$ cat src/i2csq_regs.svh
// register offsets, field positions and reset values of the sequence control
`ifndef I2CSQ_REGS_SVH
`define I2CSQ_REGS_SVH

`define I2CSQ_OFS_CTRL   8'h00
`define I2CSQ_OFS_STAT   8'h04
`define I2CSQ_OFS_MASK   8'h08
`define I2CSQ_OFS_RXD    8'h0c
`define I2CSQ_OFS_BRG    8'h10

`define I2CSQ_B_START    0
`define I2CSQ_B_RESTART  1
`define I2CSQ_B_STOP     2
`define I2CSQ_B_RECV     3
`define I2CSQ_B_ACK      4
`define I2CSQ_B_ACKVAL   5
`define I2CSQ_B_STRETCH  6
`define I2CSQ_B_GCIRQ    7
`define I2CSQ_B_CLKREL   12
`define I2CSQ_B_ON       15

`define I2CSQ_CTRL_W     16
`define I2CSQ_CTRL_RST   16'h1000
`define I2CSQ_CTRL_WMASK 16'h90ff

`define I2CSQ_EV_GC      0
`define I2CSQ_EV_DONE    1
`define I2CSQ_EV_RXB     2
`define I2CSQ_EV_W       3

`define I2CSQ_BRG_RST    16'h007d
`define I2CSQ_GC_ADDR    8'h00
`define I2CSQ_LAST_BIT   3'h7
`define I2CSQ_PH_LAST    2'h3

`endif

$ cat src/i2csq_pkg.sv
// types shared by the two-wire sequence control block
`default_nettype none
package i2csq_pkg;

	// released level of each open-drain line (1 = let float high)
	typedef struct packed {
		logic scl;
		logic sda;
	} i2csq_pins_s;

	typedef enum logic [2:0] {
		MS_IDLE, MS_START, MS_RSTART, MS_STOP, MS_RECV, MS_ACK
	} i2csq_mst_e;

	typedef enum logic [1:0] {
		SL_IDLE, SL_ADDR, SL_ACK, SL_HOLD
	} i2csq_slv_e;

endpackage
`default_nettype wire

$ cat src/i2csq_ctrl.sv
// two-wire port: sequence triggers, general call and clock stretch, on APB
//
// What this block does
// - general call address raises interrupt when enabled
// - slave stretches SCL only when enabled
// - acknowledge slot carries ack_value, 1 is NACK
// - ack trigger drives acknowledge, self-clears at end
// - receive trigger clocks one byte, clears after eighth
// - stop trigger makes Stop, clears when complete
// - restart trigger makes Repeated Start, then clears
// - start trigger makes Start, then clears
`include "i2csq_regs.svh"
`default_nettype none
module i2csq_ctrl
	import i2csq_pkg::*;
(
	input  wire logic        clk_i,     // 200 MHz peripheral clock
	input  wire logic        rst_b_i,   // synchronous reset, low active
	input  wire logic        psel_i,    // apb select
	input  wire logic        penable_i, // apb access phase
	input  wire logic        pwrite_i,  // apb write
	input  wire logic [7:0]  paddr_i,   // apb byte address
	input  wire logic [31:0] pwdata_i,  // apb write data
	output logic      [31:0] prdata_o,  // apb read data
	output logic             pready_o,  // apb ready
	output logic             pslverr_o, // apb error, unmapped address
	input  wire logic        scl_i,     // clock line level
	output logic             scl_o,     // clock line drive value
	output logic             scl_oe_o,  // clock line pulled low
	input  wire logic        sda_i,     // data line level
	output logic             sda_o,     // data line drive value
	output logic             sda_oe_o,  // data line pulled low
	output logic             irq_o      // level interrupt
);

	////////////////////////////////////////////////////////////////////
	// pin synchronisers; first stage read only by the second

	logic [1:0] scl_sync;
	logic [1:0] sda_sync;
	logic       scl_q;
	logic       sda_q;
	logic       scl_s;
	logic       sda_s;

	// two flops per line, then one more for edge finding
	always_ff @(posedge clk_i) begin
		if (!rst_b_i) begin
			scl_sync <= 2'h3;
			sda_sync <= 2'h3;
			scl_q    <= 1'b1;
			sda_q    <= 1'b1;
		end else begin
			scl_sync <= {scl_sync[0], scl_i};
			sda_sync <= {sda_sync[0], sda_i};
			scl_q    <= scl_sync[1];
			sda_q    <= sda_sync[1];
		end
	end
	assign scl_s = scl_sync[1];
	assign sda_s = sda_sync[1];

	logic scl_rise;
	logic scl_fall;
	logic bus_start;
	logic bus_stop;
	assign scl_rise  = scl_s & ~scl_q;
	assign scl_fall  = ~scl_s & scl_q;
	assign bus_start = scl_s & scl_q & sda_q & ~sda_s;
	assign bus_stop  = scl_s & scl_q & ~sda_q & sda_s;

	////////////////////////////////////////////////////////////////////
	// register file and apb slave

	logic [`I2CSQ_CTRL_W-1:0] ctrl;
	logic [`I2CSQ_EV_W-1:0]   stat;
	logic [`I2CSQ_EV_W-1:0]   mask;
	logic [`I2CSQ_EV_W-1:0]   rd_snap;
	logic [7:0]               rxd;
	logic [15:0]              brg;
	logic [`I2CSQ_CTRL_W-1:0] next_ctrl;
	logic [`I2CSQ_EV_W-1:0]   next_stat;
	logic [`I2CSQ_EV_W-1:0]   next_mask;
	logic [`I2CSQ_EV_W-1:0]   next_rd_snap;
	logic [15:0]              next_brg;
	logic [31:0]              next_prdata;
	logic                     next_pready;
	logic                     next_pslverr;
	logic                     setup;
	logic                     acc;
	logic                     hit;

	// hardware events and trigger clears from the engines below
	logic [`I2CSQ_EV_W-1:0]   ev;
	logic [`I2CSQ_CTRL_W-1:0] hw_clr;
	logic [`I2CSQ_CTRL_W-1:0] rel_clr;

	assign setup = psel_i & ~penable_i & ~pready_o;
	assign acc   = psel_i & penable_i & pready_o;

	// decode; data is prepared in setup, answered in access
	always_comb begin
		hit         = 1'b1;
		next_prdata = 32'h0000_0000;
		unique case (paddr_i)
			`I2CSQ_OFS_CTRL: next_prdata[`I2CSQ_CTRL_W-1:0] = ctrl;
			`I2CSQ_OFS_STAT: next_prdata[`I2CSQ_EV_W-1:0]   = stat;
			`I2CSQ_OFS_MASK: next_prdata[`I2CSQ_EV_W-1:0]   = mask;
			`I2CSQ_OFS_RXD:  next_prdata[7:0]               = rxd;
			`I2CSQ_OFS_BRG:  next_prdata[15:0]              = brg;
			default:         hit                            = 1'b0;
		endcase
		if (!setup)
			next_prdata = prdata_o;
		next_pready  = setup;
		next_pslverr = setup & ~hit;
	end

	// register updates; hardware set wins over a read clear
	always_comb begin
		next_ctrl    = ctrl & ~(hw_clr | rel_clr);
		next_mask    = mask;
		next_brg     = brg;
		next_rd_snap = rd_snap;
		next_stat    = stat;
		if (setup)
			next_rd_snap = (paddr_i == `I2CSQ_OFS_STAT && !pwrite_i) ?
			               stat : '0;
		if (acc && pwrite_i) begin
			unique case (paddr_i)
				`I2CSQ_OFS_CTRL:
					next_ctrl = (pwdata_i[`I2CSQ_CTRL_W-1:0] &
					             `I2CSQ_CTRL_WMASK) |
					            (ctrl & ~`I2CSQ_CTRL_WMASK);
				`I2CSQ_OFS_MASK: next_mask = pwdata_i[`I2CSQ_EV_W-1:0];
				`I2CSQ_OFS_BRG:  next_brg  = pwdata_i[15:0];
				default: ;
			endcase
		end
		if (acc)
			next_stat = stat & ~rd_snap;
		next_stat = next_stat | ev;
	end

	always_ff @(posedge clk_i) begin
		if (!rst_b_i) begin
			ctrl      <= `I2CSQ_CTRL_RST;
			stat      <= '0;
			mask      <= '0;
			rd_snap   <= '0;
			brg       <= `I2CSQ_BRG_RST;
			prdata_o  <= 32'h0000_0000;
			pready_o  <= 1'b0;
			pslverr_o <= 1'b0;
			irq_o     <= 1'b0;
		end else begin
			ctrl      <= next_ctrl;
			stat      <= next_stat;
			mask      <= next_mask;
			rd_snap   <= next_rd_snap;
			brg       <= next_brg;
			prdata_o  <= next_prdata;
			pready_o  <= next_pready;
			pslverr_o <= next_pslverr;
			irq_o     <= |(next_stat & next_mask);
		end
	end

	logic on;
	assign on = ctrl[`I2CSQ_B_ON];

	////////////////////////////////////////////////////////////////////
	// quarter-bit timing enable; waits while a slave stretches SCL

	i2csq_pins_s m_pins;
	logic [15:0] q_cnt;
	logic [15:0] next_q_cnt;
	logic        q_tick;
	logic        stretched;

	// count only once our released clock is really high
	always_comb begin
		stretched  = m_pins.scl & ~scl_s;
		q_tick     = (q_cnt >= brg) & ~stretched;
		next_q_cnt = q_cnt + 16'h0001;
		if (q_tick || stretched || !on)
			next_q_cnt = 16'h0000;
	end

	always_ff @(posedge clk_i) begin
		if (!rst_b_i)
			q_cnt <= 16'h0000;
		else
			q_cnt <= next_q_cnt;
	end

	////////////////////////////////////////////////////////////////////
	// master sequence engine

	i2csq_mst_e  m_st;
	i2csq_mst_e  next_m_st;
	logic [1:0]  m_ph;
	logic [1:0]  next_m_ph;
	logic [2:0]  m_bit;
	logic [2:0]  next_m_bit;
	logic [7:0]  m_sh;
	logic [7:0]  next_m_sh;
	logic [7:0]  next_rxd;
	i2csq_pins_s next_m_pins;
	logic        m_done;
	logic        m_rxb;

	// one trigger at a time; start has priority if several are set
	always_comb begin
		next_m_st   = m_st;
		next_m_ph   = m_ph;
		next_m_bit  = m_bit;
		next_m_sh   = m_sh;
		next_m_pins = m_pins;
		next_rxd    = rxd;
		m_done      = 1'b0;
		m_rxb       = 1'b0;
		hw_clr      = '0;
		unique case (m_st)
			MS_IDLE: begin
				next_m_ph  = 2'h0;
				next_m_bit = 3'h0;
				if (on && q_tick) begin
					if (ctrl[`I2CSQ_B_START])
						next_m_st = MS_START;
					else if (ctrl[`I2CSQ_B_RESTART])
						next_m_st = MS_RSTART;
					else if (ctrl[`I2CSQ_B_STOP])
						next_m_st = MS_STOP;
					else if (ctrl[`I2CSQ_B_RECV])
						next_m_st = MS_RECV;
					else if (ctrl[`I2CSQ_B_ACK])
						next_m_st = MS_ACK;
				end
			end
			MS_START: if (q_tick) begin
				next_m_ph = m_ph + 2'h1;
				unique case (m_ph)
					2'h0: next_m_pins = '{scl: 1'b1, sda: 1'b1};
					2'h1: next_m_pins = '{scl: 1'b1, sda: 1'b0};
					default: begin
						next_m_pins = '{scl: 1'b0, sda: 1'b0};
						next_m_st   = MS_IDLE;
						m_done      = 1'b1;
						hw_clr[`I2CSQ_B_START] = 1'b1;
					end
				endcase
			end
			MS_RSTART: if (q_tick) begin
				next_m_ph = m_ph + 2'h1;
				unique case (m_ph)
					2'h0: next_m_pins = '{scl: 1'b0, sda: 1'b1};
					2'h1: next_m_pins = '{scl: 1'b1, sda: 1'b1};
					2'h2: next_m_pins = '{scl: 1'b1, sda: 1'b0};
					default: begin
						next_m_pins = '{scl: 1'b0, sda: 1'b0};
						next_m_st   = MS_IDLE;
						m_done      = 1'b1;
						hw_clr[`I2CSQ_B_RESTART] = 1'b1;
					end
				endcase
			end
			MS_STOP: if (q_tick) begin
				next_m_ph = m_ph + 2'h1;
				unique case (m_ph)
					2'h0: next_m_pins = '{scl: 1'b0, sda: 1'b0};
					2'h1: next_m_pins = '{scl: 1'b1, sda: 1'b0};
					default: begin
						next_m_pins = '{scl: 1'b1, sda: 1'b1};
						next_m_st   = MS_IDLE;
						m_done      = 1'b1;
						hw_clr[`I2CSQ_B_STOP] = 1'b1;
					end
				endcase
			end
			MS_RECV: if (q_tick) begin
				next_m_ph = m_ph + 2'h1;
				unique case (m_ph)
					2'h0: next_m_pins = '{scl: 1'b0, sda: 1'b1};
					2'h1: next_m_pins = '{scl: 1'b1, sda: 1'b1};
					2'h2: next_m_sh   = {m_sh[6:0], sda_s};
					default: begin
						next_m_pins = '{scl: 1'b0, sda: 1'b1};
						next_m_bit  = m_bit + 3'h1;
						if (m_bit == `I2CSQ_LAST_BIT) begin
							next_m_st = MS_IDLE;
							next_rxd  = m_sh;
							m_rxb     = 1'b1;
							hw_clr[`I2CSQ_B_RECV] = 1'b1;
						end
					end
				endcase
			end
			MS_ACK: if (q_tick) begin
				next_m_ph = m_ph + 2'h1;
				unique case (m_ph)
					2'h0: next_m_pins = '{scl: 1'b0,
					                      sda: ctrl[`I2CSQ_B_ACKVAL]};
					2'h1: next_m_pins = '{scl: 1'b1,
					                      sda: ctrl[`I2CSQ_B_ACKVAL]};
					2'h2: ;
					default: begin
						next_m_pins = '{scl: 1'b0, sda: 1'b1};
						next_m_st   = MS_IDLE;
						m_done      = 1'b1;
						hw_clr[`I2CSQ_B_ACK] = 1'b1;
					end
				endcase
			end
			default: next_m_st = MS_IDLE;
		endcase
		if (!on) begin
			next_m_st   = MS_IDLE;
			next_m_pins = '{scl: 1'b1, sda: 1'b1};
		end
	end

	always_ff @(posedge clk_i) begin
		if (!rst_b_i) begin
			m_st   <= MS_IDLE;
			m_ph   <= 2'h0;
			m_bit  <= 3'h0;
			m_sh   <= 8'h00;
			rxd    <= 8'h00;
			m_pins <= '{scl: 1'b1, sda: 1'b1};
		end else begin
			m_st   <= next_m_st;
			m_ph   <= next_m_ph;
			m_bit  <= next_m_bit;
			m_sh   <= next_m_sh;
			rxd    <= next_rxd;
			m_pins <= next_m_pins;
		end
	end

	////////////////////////////////////////////////////////////////////
	// slave watcher: general call address, ack and clock stretch

	i2csq_slv_e s_st;
	i2csq_slv_e next_s_st;
	logic [7:0] s_sh;
	logic [7:0] next_s_sh;
	logic [3:0] s_cnt;
	logic [3:0] next_s_cnt;
	logic       s_gc;
	logic       s_hold_clr;
	logic       s_ack_drv;
	logic       s_scl_hold;

	// only listens while our own master is idle
	always_comb begin
		next_s_st  = s_st;
		next_s_sh  = s_sh;
		next_s_cnt = s_cnt;
		s_gc       = 1'b0;
		s_hold_clr = 1'b0;
		unique case (s_st)
			SL_IDLE: ;
			SL_ADDR: begin
				if (scl_rise && s_cnt != 4'h8) begin
					next_s_sh  = {s_sh[6:0], sda_s};
					next_s_cnt = s_cnt + 4'h1;
				end
				if (scl_fall && s_cnt == 4'h8) begin
					if (ctrl[`I2CSQ_B_GCIRQ] &&
					    s_sh == `I2CSQ_GC_ADDR) begin
						next_s_st = SL_ACK;
						s_gc      = 1'b1;
					end else
						next_s_st = SL_IDLE;
				end
			end
			SL_ACK: if (scl_fall) begin
				if (ctrl[`I2CSQ_B_STRETCH]) begin
					next_s_st  = SL_HOLD;
					s_hold_clr = 1'b1;
				end else
					next_s_st = SL_IDLE;
			end
			SL_HOLD: if (ctrl[`I2CSQ_B_CLKREL])
				next_s_st = SL_IDLE;
		endcase
		if (bus_start) begin
			next_s_st  = SL_ADDR;
			next_s_cnt = 4'h0;
		end
		if (bus_stop || !on || m_st != MS_IDLE)
			next_s_st = SL_IDLE;
	end

	assign s_ack_drv  = (s_st == SL_ACK);
	assign s_scl_hold = (s_st == SL_HOLD);

	always_ff @(posedge clk_i) begin
		if (!rst_b_i) begin
			s_st  <= SL_IDLE;
			s_sh  <= 8'h00;
			s_cnt <= 4'h0;
		end else begin
			s_st  <= next_s_st;
			s_sh  <= next_s_sh;
			s_cnt <= next_s_cnt;
		end
	end

	////////////////////////////////////////////////////////////////////
	// events, release-bit clear and pin drivers

	// entering the hold clears the release bit; software writes it back to one to free the clock, reset also sets it
	always_comb begin
		rel_clr = '0;
		rel_clr[`I2CSQ_B_CLKREL] = s_hold_clr;
		ev = '0;
		ev[`I2CSQ_EV_GC]   = s_gc;
		ev[`I2CSQ_EV_DONE] = m_done;
		ev[`I2CSQ_EV_RXB]  = m_rxb;
	end

	// open drain: only ever pull low, value flops are held at zero
	always_ff @(posedge clk_i) begin
		if (!rst_b_i) begin
			scl_o    <= 1'b0;
			sda_o    <= 1'b0;
			scl_oe_o <= 1'b0;
			sda_oe_o <= 1'b0;
		end else begin
			scl_o    <= 1'b0;
			sda_o    <= 1'b0;
			scl_oe_o <= ~m_pins.scl | s_scl_hold;
			sda_oe_o <= ~m_pins.sda | s_ack_drv;
		end
	end

endmodule
`default_nettype wire

$ cat config.mk
export PLATFORM = sky130hd
export DESIGN_NAME = i2csq_ctrl
export DESIGN_NICKNAME = d
export VERILOG_FILES = /design/src/i2csq_pkg.sv /design/src/i2csq_ctrl.sv
export VERILOG_INCLUDE_DIRS = /design/src
export SDC_FILE = /design/constraint.sdc
export NUM_CORES = 1
export LEC_CHECK = 0
export BUFFER_PORTS_ARGS = -buffer_cell sky130_fd_sc_hd__buf_2
export CAP_MARGIN = 40
export CORE_ASPECT_RATIO = 2
export CORE_MARGIN = 1.5
export CORE_UTILIZATION = 53
export CTS_BUF_LIST = sky130_fd_sc_hd__clkbuf_4
export DETAILED_ROUTE_END_ITERATION = 6
export GPL_TIMING_DRIVEN = 0
export HOLD_SLACK_MARGIN = 0.06
export PLACE_DENSITY = 0.78
export SKIP_LAST_GASP = 1
export SYNTH_ARGS = -nofsm -noshare
export SYNTH_HDL_FRONTEND = slang
export SYNTH_SLANG_ARGS = --single-unit
$ cat constraint.sdc
create_clock -name clk_i -period 2.6 [get_ports clk_i]
set_input_delay 0.52 -clock clk_i [delete_from_list [all_inputs] [get_ports clk_i]]
set_output_delay 0.52 -clock clk_i [all_outputs]
set_load 0.02 [all_outputs]
==> results.cfg <==
[sta]
fin_skew_ps = 12.7
fmax_ghz = 0.342
setup_slack_ps = -328
hold_viol = 0
worst_pin_slew_ps = 768
fin_crit_ps = 2930
finalCritPeriodShare = 1.13
slew_viol_final = 0
relSlewSlack = 0.484
finalSetupViolations = 28
rsz0062_at_grt = true
fin_setup_tns_ps = -4800

[placed_design]
gp_congestion = 0.979
place_hpwl_microns = 11700
pre_cts_ws_ps = -525
port-buffer-count = 49
place_area_sq_um = 6040

[global_route]
grt_antenna_before_repair = 1
first_global_vias = 5168
grt.overflow.total = 0
grt_first_pass_wirelength_microns = 24600
grt_max_degree = 17
grt_usage = 0.297

[critical_path]
r2r_end = m_st[2]
path_common_cell = a21oi_4
cp_data_required_time_ps = 3090
critPathTopFamily = simple AND/OR/NAND/NOR gates
cp.depth = 11
crit_path_start = brg[8]
crit_fanout = 5
cp_slowest_cell = or4_4
endpoint = m_st[2]
rr_worst_depth = 11
crit_buf_inv = 3
startpoint_type = register
crit_type = register to register
reg2reg_setup_slack_ps = -330
endpoint_kind = register
timing.rr.start = brg[8]
slowest_delay_ps = 570
cp_cell_sequence = inv_1 -> ha_1 -> nand4_1 -> or4_4 -> o32a_4 -> a21oi_4 -> buf_6 -> a21oi_4 -> or3_4 -> buf_4 -> o21ai_2
arrival_ps = 3420

[yosys]
synthFlopType = dfxtp_1
yosysSeqAreaShare = 0.428
ys_warn_count = 0
syn_inst = 641
yosys.area_share.simple = 0.205
synth_cell_type_count = 52
synthXorXnorAreaFrac = 0.0270
yosysTopAreaCell = dfxtp_1
synth_top_family_by_area = simple AND/OR/NAND/NOR gates
async_flop_share = 0
synth.area.top_cells = dfxtp_1, mux2i_1, nor2_1
synthesis.area_sq_um = 5520
syn_avg_cell_area_sq_um = 8.61
synthAdderAreaFrac = 0.0567
synth_edf_count = 0
yosys.area.top_type_share = 0.428
muxShareOfSynthArea = 0.0902
synth_compound_area_frac = 0.126
ys_ff_latch = 118

[finish]
fillCellCount = 929
nets = 813
syn2layout_area_growth_pct = 19.4
final_util = 0.650
drive_gt1_frac = 0.211
final_cell_area_sq_um = 6590

[routing]
drc = 0
routed_wl_microns = 15700
drt_iter0_markers = 220
detail_route.wl_per_cell_microns = 17.6
drt_first_pass_iters = 5
viasPerCell = 5.64
antenna_left = 0
vias = 5021

[run]
drv_cap = 0

[die]
row_count = 52
start_util = 0.544
die_x_microns = 75.2
die-area_sq_um = 11100
core_sq_um = 10100
die_h_microns = 147
io_pins = 86

[hold_path]
hp-start = scl_i
min_path_type = input port to register

[cts]
holdBufCountCts = 0
cts.htree.levels = 4
clk_pin_slew_ps = 110
clock_path_buffers = 2
cts_root_buf = clkbuf_4
clkSinkCount = 118
clk_latency_ps = 550
cts_tree = done
cts-buffers-inserted = 17

[pwr]
p_leak_uw = 0.00268
total_power_uw = 3260
power.density_nw_per_um2 = 495
ir_drop_uv = 730

[status]
outcome = finished with violations
violations = negative setup slack
==> worst reg2reg max path, stage by stage, from the launching register on <==
cell     delay (ps)
dfxtp_2         360
inv_1            50
ha_1            270
nand4_1         180
or4_4           570
o32a_4          370
a21oi_4         230
buf_6           150
a21oi_4          60
or3_4           400
buf_4           150
o21ai_2         100
==> repair_timing <==
item	CTS	global route
gates resized for setup	27	21
pin swaps	12	16
endpoints found under the setup margin	43	62
setup buffers	14	9
==> per-layer routing <==
layer / global-route usage / routed length, microns / up-vias
met5: 0 / 0 / -
met2: 0.544 / 8740 / 170
met3: 0.0693 / 581 / 72
met1: 0.275 / 5340 / 2379
met4: 0.192 / 1030 / 0
li1: - / - / 2400
==> sequential cells by signal (all words and copies together), names as in the netlist, 2 cells and up <==
| name | count |
|---|---|
| s_cnt | 4 |
| mask | 3 |
| rd_snap | 3 |
| m_pins | 2 |
| scl_sync | 2 |
| m_sh | 8 |
| rxd | 8 |
| ctrl | 10 |
| q_cnt | 16 |
| prdata_o | 16 |
| m_st | 3 |
| s_st | 2 |
| sda_sync | 2 |
| s_sh | 8 |
| brg | 16 |
| stat | 3 |
| m_bit | 3 |
| m_ph | 2 |
==> worst min path at each step <==
stage	end	slack [ps]	cells after the start
2_1_floorplan	scl_sync[1]	390	1
3_3_place_gp	sda_sync[1]	400	1
3_5_place_dp	sda_sync[1]	410	1
4_1_cts	scl_sync[0]	150	2
5_1_grt	scl_sync[0]	120	2
6_report	scl_sync[0]	140	2
==> layout make-up <==
type                            instances  area [sq um]  share of cell area
Antenna cell                            1          2.50            0.000380
Buffer                                 46           251              0.0381
Clock buffer                           18           135              0.0205
Clock inverter                         14           129              0.0195
Inverter                               30           113              0.0171
Multi-Input combinational cell        462          3020               0.459
Sequential cell                       118          2370               0.360
Tap cell                              135           169              0.0256
Timing Repair Buffer                   66           397              0.0602
==> Yosys cell counts (4+ instances only) <==
library cell  count
nor3_1           13
a21oi_1          40
nand3_1          28
nor4_1            4
nand2_1          62
o21ai_0          23
xor2_1           11
clkbuf_1         25
a32oi_1           4
nand2b_1         10
a221oi_1          6
and2_1            4
inv_1            30
mux2i_1          43
xnor2_1           6
nor2_1           85
dfxtp_1         118
buf_4            18
o211ai_1         12
nand4_1           4
and3_1           12
ha_1             25
mux2_2            6
==> through the flow <==
stage                     cells  hold WS, ps
final                       890          145
after global routing        890          123
after CTS                   886          147
after detailed placement    842          405
after global placement      842          397
after floorplan             658          386
==> cell usage in the layout, fill, tap and decap left out, types with 12 or more instances in the layout <==
cell type and instances:
mux2i_1 43, nand3_1 28, conb_1 18, nor2_1 85, a21oi_1 38, inv_1 28
clkbuf_4 18, o211ai_1 12, dfxtp_1 109, clkbuf_1 24, buf_4 32, nor3_1 13
ha_1 22, nand2_1 62, buf_2 49, o21ai_0 18
==> power breakdown <==
part | internal [uW] | leakage [uW] | switching (uW)
clock network | 490 | 0.000140 | 752
registers | 1820 | 0.000958 | 8.49
logic | 64.9 | 0.00158 | 128
total | 2370 | 0.00268 | 889
==> kinds of logic after synthesis <==
kind of cell,after synthesis
AND/OR/NAND/NOR,243
flip-flops,118
AO/OA/AOI/OAI,110
buffers and inverters,78
multiplexers,49
adder cells (fa/ha/maj),25
XOR/XNOR,17
other,1
(Power assumes the default switching activity.)
